`src/verilog/odsc_consts.svh`:
```
// Register offsets, field positions, reset values, ratio limits and auto trigger codes for the output sync block.
`ifndef ODSC_CONSTS_SVH
`define ODSC_CONSTS_SVH
`define ODSC_ADDR_W          12
`define ODSC_OFF_PDIV_RESET  12'h433
`define ODSC_OFF_PDIV_RATIO  12'h434
`define ODSC_OFF_SYNC_CFG    12'h435
`define ODSC_OFF_SYNC_MASK   12'h436
`define ODSC_OFF_SYNC_CMD    12'h440
`define ODSC_OFF_STATUS      12'h441
`define ODSC_RST_PDIV_RATIO  4'h0
`define ODSC_RST_SYNC_CFG    3'h0
`define ODSC_RST_SYNC_MASK   3'h0
`define ODSC_RST_PDIV_RESET  1'h0
`define ODSC_BIT_SRC_SEL     2
`define ODSC_BIT_LOOP_OVR    2
`define ODSC_BIT_MASK_B      1
`define ODSC_BIT_MASK_A      0
`define ODSC_BIT_PDIV_RESET  1
`define ODSC_BIT_SYNC_CMD    0
`define ODSC_RATIO_MIN       4'h2
`define ODSC_RATIO_MAX       4'hb
`define ODSC_AUTO_OFF        2'h0
`define ODSC_AUTO_FREQ       2'h1
`define ODSC_AUTO_PHASE      2'h2
`endif

```
`src/verilog/odsc_pkg.sv`:
```
// Types shared by the output divider sync control block.
package odsc_pkg;
	typedef enum logic [2:0] {
		ODSC_IDLE  = 3'b001,
		ODSC_ALIGN = 3'b010,
		ODSC_FIRE  = 3'b100
	} odsc_state_t;
endpackage : odsc_pkg

```
`src/verilog/odsc_top.sv`:
```
// Post-divider and channel divider sync control for the first output loop.
//
// The plain strobed port was chosen for this implementation.
`timescale 1ns/1ns
`include "odsc_consts.svh"
module odsc_top (
	input  wire logic        i_core_clk,
	input  wire logic        i_reset_n,
	input  wire logic [11:0] i_addr,
	input  wire logic [7:0]  i_wdata,
	input  wire logic        i_wr,
	input  wire logic        i_rd,
	output logic      [7:0]  o_rdata,
	input  wire logic        i_loop_calibrated,
	input  wire logic        i_loop_locked,
	input  wire logic        i_dpll_freq_lock,
	input  wire logic        i_dpll_phase_lock,
	input  wire logic        i_ref_active,
	output logic      [3:0]  o_post_divider_ratio,
	output logic             o_post_divider_reset,
	output logic             o_post_divider_ratio_valid,
	output logic             o_channel_a_output_hold,
	output logic             o_channel_b_output_hold,
	output logic             o_sync_pulse,
	output logic             o_sync_armed
);
	logic [3:0] ratio_r;
	logic       pdiv_reset_r;
	logic       src_sel_r;
	logic [1:0] auto_r;
	logic       loop_ovr_r;
	logic       mask_a_r;
	logic       mask_b_r;
	logic       cmd_pend_r;
	logic       auto_done_r;
	logic       hold_a_r;
	logic       hold_b_r;
	logic       sync_r;
	logic [4:0] s1_r;
	logic [4:0] s2_r;
	logic       ref_prev_r;
	odsc_pkg::odsc_state_t state_r;
	odsc_pkg::odsc_state_t state_nxt;
	logic       armed;
	logic       auto_hit;
	logic       ref_edge;
	logic       fire_now;

	// True for a defined ratio code; reused by the status read and the valid output.
	function automatic logic ratio_ok(input logic [3:0] code);
		ratio_ok = (code >= `ODSC_RATIO_MIN) && (code <= `ODSC_RATIO_MAX);
	endfunction : ratio_ok

	// Status inputs come from other domains, so each passes two flip-flops.
	always_ff @(posedge i_core_clk or negedge i_reset_n) begin
		if (!i_reset_n) begin
			s1_r <= 5'h00;
			s2_r <= 5'h00;
		end else begin
			s1_r <= {i_ref_active, i_dpll_phase_lock, i_dpll_freq_lock,
				i_loop_locked, i_loop_calibrated};
			s2_r <= s1_r;
		end
	end

	// Rising edge of the synchronised active reference.
	always_ff @(posedge i_core_clk or negedge i_reset_n) begin
		if (!i_reset_n) begin
			ref_prev_r <= 1'b0;
		end else begin
			ref_prev_r <= s2_r[4];
		end
	end
	assign ref_edge = s2_r[4] && !ref_prev_r;

	assign armed = loop_ovr_r || (s2_r[0] && s2_r[1]);

	// auto trigger
	// Reserved code 11 behaves as disabled.
	always_comb begin
		case (auto_r)
			`ODSC_AUTO_FREQ:  auto_hit = s2_r[2];
			`ODSC_AUTO_PHASE: auto_hit = s2_r[3];
			default:          auto_hit = 1'b0;
		endcase
	end

	// Register writes; the sync command bit is a self-clearing request.
	always_ff @(posedge i_core_clk or negedge i_reset_n) begin
		if (!i_reset_n) begin
			ratio_r      <= `ODSC_RST_PDIV_RATIO;
			pdiv_reset_r <= `ODSC_RST_PDIV_RESET;
			{src_sel_r, auto_r} <= `ODSC_RST_SYNC_CFG;
			{loop_ovr_r, mask_b_r, mask_a_r} <= `ODSC_RST_SYNC_MASK;
		end else if (i_wr) begin
			if (i_addr == `ODSC_OFF_PDIV_RATIO) begin
				ratio_r <= i_wdata[3:0];
			end else if (i_addr == `ODSC_OFF_PDIV_RESET) begin
				pdiv_reset_r <= i_wdata[`ODSC_BIT_PDIV_RESET];
			end else if (i_addr == `ODSC_OFF_SYNC_CFG) begin
				src_sel_r <= i_wdata[`ODSC_BIT_SRC_SEL];
				auto_r    <= i_wdata[1:0];
			end else if (i_addr == `ODSC_OFF_SYNC_MASK) begin
				loop_ovr_r <= i_wdata[`ODSC_BIT_LOOP_OVR];
				mask_b_r   <= i_wdata[`ODSC_BIT_MASK_B];
				mask_a_r   <= i_wdata[`ODSC_BIT_MASK_A];
			end
		end
	end

	// Manual request waits here until the pulse fires; a new write while it fires is kept.
	always_ff @(posedge i_core_clk or negedge i_reset_n) begin
		if (!i_reset_n) begin
			cmd_pend_r <= 1'b0;
		end else if (i_wr && i_addr == `ODSC_OFF_SYNC_CMD && i_wdata[`ODSC_BIT_SYNC_CMD]) begin
			cmd_pend_r <= 1'b1;
		end else if (state_r == odsc_pkg::ODSC_FIRE) begin
			cmd_pend_r <= 1'b0;
		end
	end

	// Auto sync fires once per lock; it rearms only when the selected lock reads low or the field selects no trigger.
	always_ff @(posedge i_core_clk or negedge i_reset_n) begin
		if (!i_reset_n) begin
			auto_done_r <= 1'b0;
		end else if (!auto_hit) begin
			auto_done_r <= 1'b0;
		end else if (state_r == odsc_pkg::ODSC_FIRE) begin
			auto_done_r <= 1'b1;
		end
	end

	assign fire_now = armed && (cmd_pend_r || (auto_hit && !auto_done_r));

	always_comb begin
		state_nxt = state_r;
		case (state_r)
			odsc_pkg::ODSC_IDLE: begin
				if (fire_now) begin
					state_nxt = src_sel_r ? odsc_pkg::ODSC_ALIGN : odsc_pkg::ODSC_FIRE;
				end
			end
			odsc_pkg::ODSC_ALIGN: begin
				if (!armed) begin
					state_nxt = odsc_pkg::ODSC_IDLE;
				end else if (ref_edge) begin
					state_nxt = odsc_pkg::ODSC_FIRE;
				end
			end
			odsc_pkg::ODSC_FIRE: state_nxt = odsc_pkg::ODSC_IDLE;
			default:             state_nxt = odsc_pkg::ODSC_IDLE;
		endcase
	end

	// State register; one-hot codes let the status ALIGN bit read one flop.
	always_ff @(posedge i_core_clk or negedge i_reset_n) begin
		if (!i_reset_n) begin
			state_r <= odsc_pkg::ODSC_IDLE;
		end else begin
			state_r <= state_nxt;
		end
	end

	// The pulse is registered so it reaches the dividers glitch free.
	always_ff @(posedge i_core_clk or negedge i_reset_n) begin
		if (!i_reset_n) begin
			sync_r <= 1'b0;
		end else begin
			sync_r <= (state_r == odsc_pkg::ODSC_FIRE);
		end
	end

	// channels a and b ignore
	// A held divider is released only by a pulse or by setting its mask bit, so unmasked ones start together.
	always_ff @(posedge i_core_clk or negedge i_reset_n) begin
		if (!i_reset_n) begin
			hold_a_r <= 1'b1;
			hold_b_r <= 1'b1;
		end else begin
			if (mask_a_r) begin
				hold_a_r <= 1'b0;
			end else if (state_r == odsc_pkg::ODSC_FIRE) begin
				hold_a_r <= 1'b0;
			end
			if (mask_b_r) begin
				hold_b_r <= 1'b0;
			end else if (state_r == odsc_pkg::ODSC_FIRE) begin
				hold_b_r <= 1'b0;
			end
		end
	end

	// channel a and b release
	// The mask bypasses the hold flop so release does not wait for a clock edge.
	assign o_channel_a_output_hold = hold_a_r && !mask_a_r;
	assign o_channel_b_output_hold = hold_b_r && !mask_b_r;

	// no driver enable
	// This block has no driver enable output; masks touch only the hold lines.
	assign o_sync_pulse = sync_r;
	assign o_sync_armed = armed;

	assign o_post_divider_reset       = pdiv_reset_r;
	assign o_post_divider_ratio       = ratio_r;
	// software range
	// Divide-by-two legality depends on oscillator speed, which software must check.
	assign o_post_divider_ratio_valid = ratio_ok(ratio_r);

	// Read data appears in the cycle after the strobe; unmapped reads return zero.
	always_ff @(posedge i_core_clk or negedge i_reset_n) begin
		if (!i_reset_n) begin
			o_rdata <= 8'h00;
		end else if (i_rd) begin
			if (i_addr == `ODSC_OFF_PDIV_RATIO) begin
				o_rdata <= {4'h0, ratio_r};
			end else if (i_addr == `ODSC_OFF_PDIV_RESET) begin
				o_rdata <= {6'h00, pdiv_reset_r, 1'b0};
			end else if (i_addr == `ODSC_OFF_SYNC_CFG) begin
				o_rdata <= {5'h00, src_sel_r, auto_r};
			end else if (i_addr == `ODSC_OFF_SYNC_MASK) begin
				o_rdata <= {5'h00, loop_ovr_r, mask_b_r, mask_a_r};
			end else if (i_addr == `ODSC_OFF_STATUS) begin
				o_rdata <= {1'b0, ratio_ok(ratio_r), armed, cmd_pend_r,
					hold_b_r && !mask_b_r, hold_a_r && !mask_a_r, state_r[1], s2_r[1]};
			end else begin
				o_rdata <= 8'h00;
			end
		end else begin
			o_rdata <= 8'h00;
		end
	end

	AST_RATIO_WRITE: assert property (@(posedge i_core_clk) disable iff (!i_reset_n)
		(i_wr && i_addr == `ODSC_OFF_PDIV_RATIO) |=> (ratio_r == $past(i_wdata[3:0])))
		else $error("Ratio code not stored.");
	AST_DIRECT_PULSE: assert property (@(posedge i_core_clk) disable iff (!i_reset_n)
		(state_r == odsc_pkg::ODSC_IDLE && fire_now && !src_sel_r) |-> ##2 o_sync_pulse)
		else $error("Direct sync pulse late.");
	AST_ALIGNED_PULSE: assert property (@(posedge i_core_clk) disable iff (!i_reset_n)
		$rose(o_sync_pulse) && $past(src_sel_r, 2) |-> $past(ref_edge, 2))
		else $error("Aligned pulse not on reference edge.");
	AST_AUTO_RESERVED: assert property (@(posedge i_core_clk) disable iff (!i_reset_n)
		(auto_r == 2'h3) |-> !auto_hit)
		else $error("Reserved auto code triggered.");
	AST_LOCK_GATE: assert property (@(posedge i_core_clk) disable iff (!i_reset_n)
		(state_r == odsc_pkg::ODSC_FIRE) |-> $past(armed))
		else $error("Sync fired while loop not locked.");
	AST_OVERRIDE: assert property (@(posedge i_core_clk) disable iff (!i_reset_n)
		loop_ovr_r |-> o_sync_armed)
		else $error("Override did not arm sync.");
	AST_MASK_B: assert property (@(posedge i_core_clk) disable iff (!i_reset_n)
		mask_b_r |-> !o_channel_b_output_hold)
		else $error("Masked channel b held.");
	AST_MASK_A: assert property (@(posedge i_core_clk) disable iff (!i_reset_n)
		mask_a_r |-> !o_channel_a_output_hold)
		else $error("Masked channel a held.");
	AST_HOLD_UNTIL_SYNC: assert property (@(posedge i_core_clk) disable iff (!i_reset_n)
		$fell(hold_a_r) && !$past(mask_a_r) |-> $past(state_r == odsc_pkg::ODSC_FIRE))
		else $error("Channel a released without sync.");
	AST_PDIV_RESET: assert property (@(posedge i_core_clk) disable iff (!i_reset_n)
		(i_wr && i_addr == `ODSC_OFF_PDIV_RESET) |=> (o_post_divider_reset == $past(i_wdata[1])))
		else $error("Post-divider reset bit not applied.");
	AST_RATIO_HOLD: assert property (@(posedge i_core_clk) disable iff (!i_reset_n)
		!(i_wr && i_addr == `ODSC_OFF_PDIV_RATIO) |=> $stable(o_post_divider_ratio))
		else $error("Ratio code changed without a write.");
	AST_RATIO_VALID: assert property (@(posedge i_core_clk) disable iff (!i_reset_n)
		o_post_divider_ratio_valid == (o_post_divider_ratio >= `ODSC_RATIO_MIN
			&& o_post_divider_ratio <= `ODSC_RATIO_MAX))
		else $error("Ratio valid flag wrong.");
	AST_PDIV_RESET_HOLD: assert property (@(posedge i_core_clk) disable iff (!i_reset_n)
		!(i_wr && i_addr == `ODSC_OFF_PDIV_RESET) |=> $stable(o_post_divider_reset))
		else $error("Post-divider reset bit changed without a write.");
	AST_DIRECT_FIRE: assert property (@(posedge i_core_clk) disable iff (!i_reset_n)
		(state_r == odsc_pkg::ODSC_IDLE && fire_now && !src_sel_r)
			|=> (state_r == odsc_pkg::ODSC_FIRE))
		else $error("Direct sync did not fire at once.");
	AST_ALIGN_WAITS: assert property (@(posedge i_core_clk) disable iff (!i_reset_n)
		(state_r == odsc_pkg::ODSC_ALIGN && !ref_edge) |=> (state_r != odsc_pkg::ODSC_FIRE))
		else $error("Aligned sync fired without a reference edge.");
	// The status inputs pass two flops, so a pin value is seen two edges later.
	// frequency and phase triggers
	AST_AUTO_FREQ_HIT: assert property (@(posedge i_core_clk) disable iff (!i_reset_n)
		(auto_r == `ODSC_AUTO_FREQ) |-> (auto_hit == $past(i_dpll_freq_lock, 2)))
		else $error("Frequency lock trigger wrong.");
	AST_AUTO_PHASE_HIT: assert property (@(posedge i_core_clk) disable iff (!i_reset_n)
		(auto_r == `ODSC_AUTO_PHASE) |-> (auto_hit == $past(i_dpll_phase_lock, 2)))
		else $error("Phase lock trigger wrong.");
	AST_GATE_OPEN: assert property (@(posedge i_core_clk) disable iff (!i_reset_n)
		($past(i_loop_calibrated, 2) && $past(i_loop_locked, 2)) |-> o_sync_armed)
		else $error("Sync not armed after calibration and lock.");
	AST_GATE_CLOSED: assert property (@(posedge i_core_clk) disable iff (!i_reset_n)
		(!loop_ovr_r && !($past(i_loop_calibrated, 2) && $past(i_loop_locked, 2)))
			|-> !o_sync_armed)
		else $error("Sync armed while loop not ready.");
	AST_MASK_B_IGNORES: assert property (@(posedge i_core_clk) disable iff (!i_reset_n)
		mask_b_r |=> !hold_b_r)
		else $error("Masked channel b hold flop still set.");
	AST_MASK_A_IGNORES: assert property (@(posedge i_core_clk) disable iff (!i_reset_n)
		mask_a_r |=> !hold_a_r)
		else $error("Masked channel a hold flop still set.");
	AST_HOLD_B_UNTIL_SYNC: assert property (@(posedge i_core_clk) disable iff (!i_reset_n)
		$fell(hold_b_r) && !$past(mask_b_r) |-> $past(state_r == odsc_pkg::ODSC_FIRE))
		else $error("Channel b released without sync.");
	AST_PULSE_ONE: assert property (@(posedge i_core_clk) disable iff (!i_reset_n)
		o_sync_pulse |=> !o_sync_pulse)
		else $error("Sync pulse longer than one cycle.");
endmodule : odsc_top

```
`config.mk`:
```
export PLATFORM = sky130hd
export DESIGN_NAME = odsc_top
export DESIGN_NICKNAME = d
export VERILOG_FILES = /design/src/verilog/odsc_pkg.sv /design/src/verilog/odsc_top.sv
export VERILOG_INCLUDE_DIRS = /design/src /design/src/verilog
export SDC_FILE = /design/constraint.sdc
export NUM_CORES = 1
export LEC_CHECK = 0
export BUFFER_PORTS_ARGS = -buffer_cell sky130_fd_sc_hd__buf_4
export CORE_MARGIN = 1
export CORE_UTILIZATION = 29
export CTS_BUF_LIST = sky130_fd_sc_hd__clkbuf_4 sky130_fd_sc_hd__clkbuf_8
export DETAILED_ROUTE_END_ITERATION = 10
export PLACE_DENSITY = 0.59
export SYNTH_ARGS = -nofsm -noshare
export SYNTH_HDL_FRONTEND = slang
export SYNTH_SLANG_ARGS = --single-unit
```
`constraint.sdc`:
```
create_clock -name i_core_clk -period 4.2 [get_ports i_core_clk]
set_input_delay 0.42 -clock i_core_clk [delete_from_list [all_inputs] [get_ports i_core_clk]]
set_output_delay 0.42 -clock i_core_clk [all_outputs]
set_load 0.05 [all_outputs]
```
==> results.ini <==
[outcome]
run_status=finished, final reports clean

[clock_network]
clk_pin_slew_worst_paths_ns=0.07
cts_buffers=5
cts_max_level=2
cts_setup_buffers=0
cts.sinks=37
cts_max_path_buffers=2
insertion_delay_ns=0.28
cts.hold.buffers_added=0
cts_tree=done
clockRootBuffer=clkbuf_8
ctsResizeCount=0

[yosys]
synthMuxAreaShare_pct=8.22
postSynthAreaPerCell_um2=12.2
synth_top_family_by_area=simple AND/OR/NAND/NOR gates
synth_cell_type_count=38
ys_seq_area_share_pct=57.1
synth_area_leader_cell=dfrtp_1
synth_compound_area_share_pct=7.92
synthDominantCellAreaShare_pct=52.3
synth_nets=164
syn_inst=133
synth.yosys.warnings=0
netlist_area_um2=1630
yosys_register_bits=37
synth_xor_area_share_pct=0
synthTopCellsByArea=dfrtp_1, mux2_2, dfstp_2
synthSimpleGateAreaFrac_pct=21.9
yosys.area_share.adder_pct=1.54

[layout]
final_common_cell=buf_4
antenna_cells=0
final_cell_mix=buf_4, dfrtp_1, mux2_2
fill_cells=534
drive_gt1_share_pct=39.4
multi_input_area_um2=648
layout.nets=210
areaGrowthSynthToFinish_pct=28.8
seqCellArea_um2=930

[place]
io_buffers=41
hpwlAfterDp_mm=2.58
post-place-ws_ns=2.27
globalplace.congestion=0.814

[global_routing]
grt_pass1_vias=1101
gr-usage-all-layers_pct=12.2
grt_pass1_wl_mm=5.52
grt_max_degree=38
grt_overflow=0
antenna_found_initial=0

[power_and_ir_drop]
max-vdd-ir-drop_mv=0.119
power.density_nw_per_um2=326
p_leak_nw=0.981

[setup_path]
path_cells=a21oi_1 -> inv_1 -> buf_4
slowest_stage=dfrtp_1
cp_max_fo=4
criticalPathCategory=reg -> out
critPathArrivalTime_ns=1.27
critPathCaptureType=output pin
critical_path.max_stage_delay_ns=0.39
critPathLaunchType=flip-flop
cp.required_ns=3.78

[timing]
finalHoldViolations=0
fin_crit_ns=1.69
fin_skew_ns=0.00260
slew_viol_final=0
rsz0062_at_grt=false
max_freq_mhz=591
min_period_over_period_pct=40.3
tightest_slew_ns=0.674
setup_tns_ns=0
relSlewSlack_pct=55.0
worst_slack_ns=2.51
setup_viol=0

[die]
initial_utilization_pct=30.9
io_pins=47
die_w_um=76.9
chipHeight_um=76.9
core_area_um2=5270
dieArea_um2=5920
row_count=26

[routing]
drtAntennaViolNets=0
drt_iter0_markers=80
first_pass_iters=4
vias=1176
viasPerCell=4.70
wl_mm=3.34
wl_per_cell_um=13.4
drc=0

[run]
drv_cap=0

[hold_path]
hold_path.class=in -> async

## Yosys cell counts
master     n
and4b_1    1
nor2_1     9
nand2_1    6
o21ai_0    1
buf_2      1
a32o_1     1
a221oi_1   2
dfstp_2    3
dfrtp_1   34
or2b_2     1
o31ai_1    1
ha_1       2
nor2b_1    8
nand2b_1   1
nor4b_4    1
and3_2     1
nor4b_1    2
and2_2     1
nand3b_1   1
a22oi_1    2
o22ai_1    1
a21oi_1    6
mux2_2    11
nor3b_1    2
o221a_2    1
mux2i_1    1
nor4_4     2
nand4_1    4
o32ai_1    2
nand3_1    2
conb_1     1
nor3_1     3
nand3_4    1
and3_1     3
a22o_1     1
and3b_1    2
inv_1     10
buf_4      1
## critical path, delay by kind of cell, from the launching register on
family | cells | cell delay, ns
flops | 1 | 0.39
compound gates | 1 | 0.33
buf+inv | 2 | 0.28
## final timing paths
kind | startpoint | end | slack, ns | cells after the start
setup / recovery | s2_r[1] | o_sync_armed | 2.51 | 3
hold / removal | i_reset_n | o_sync_pulse | 0.08 | 1
setup reg to reg | auto_r[0] | state_r[1] | 2.66 | 6
hold reg to reg | s1_r[0] | s2_r[0] | 0.35 | 0
max in group asynchronous | i_reset_n | hold_b_r | 3.78 | 1
min in group i_core_clk | i_loop_locked | s1_r[1] | 0.24 | 1
## state kept, by name, summed over array words and instances, names as in the netlist, 2 cells and up
signal and count:
s1_r 5, auto_r 2, o_post_divider_ratio 4, s2_r 5, o_rdata 7, state_r 3
## cells by family (layout without fill, tap and decap cells)
group,Yosys count,after routing
buffers and inverters,12,59
muxes,12,12
and+or+nand+nor,51,51
adders and majority gates,2,2
AOI/OAI and AO/OA,18,18
other,1,1
DFF,37,37
## through the flow
step	hold slack (ns)	power, mW	instance area, um^2	utilization [%]	std cells
3_3_place_gp	0.333	0.454	2010	38.2	242
3_5_place_dp	0.335	0.454	2010	38.2	242
2_1_floorplan	0.124	0.417	1630	-	133
6_report	0.0801	0.684	2100	39.8	250
5_1_grt	0.105	0.718	2100	39.8	250
4_1_cts	0.0915	0.696	2100	39.8	250
## report_power, final
group	switching [mW]	leakage, nW	internal, mW	total, mW
clock	0.123	0.0439	0.114	0.237
combinational	0.0405	0.459	0.0299	0.0704
sequential	0.00519	0.478	0.371	0.376
total	0.169	0.981	0.515	0.684
## layer usage
layer  wire [um]  track usage (%)  part of all wire, %
met4          39             5.19                  1.2
met2        1570             18.3                   47
met1        1570             16.2                   47
met3         163             3.69                  4.9
met5           0                0                    0
## area by class of cell
cell class / instances / area share [%]
clock inverter: 3 / 0.835
sequential: 37 / 44.3
timing repair buffer: 41 / 14.7
inverter: 10 / 1.79
clock buffer: 5 / 3.28
multi-input combinational: 84 / 30.9
tap: 70 / 4.18
Power figures use the tool's default switching activity.
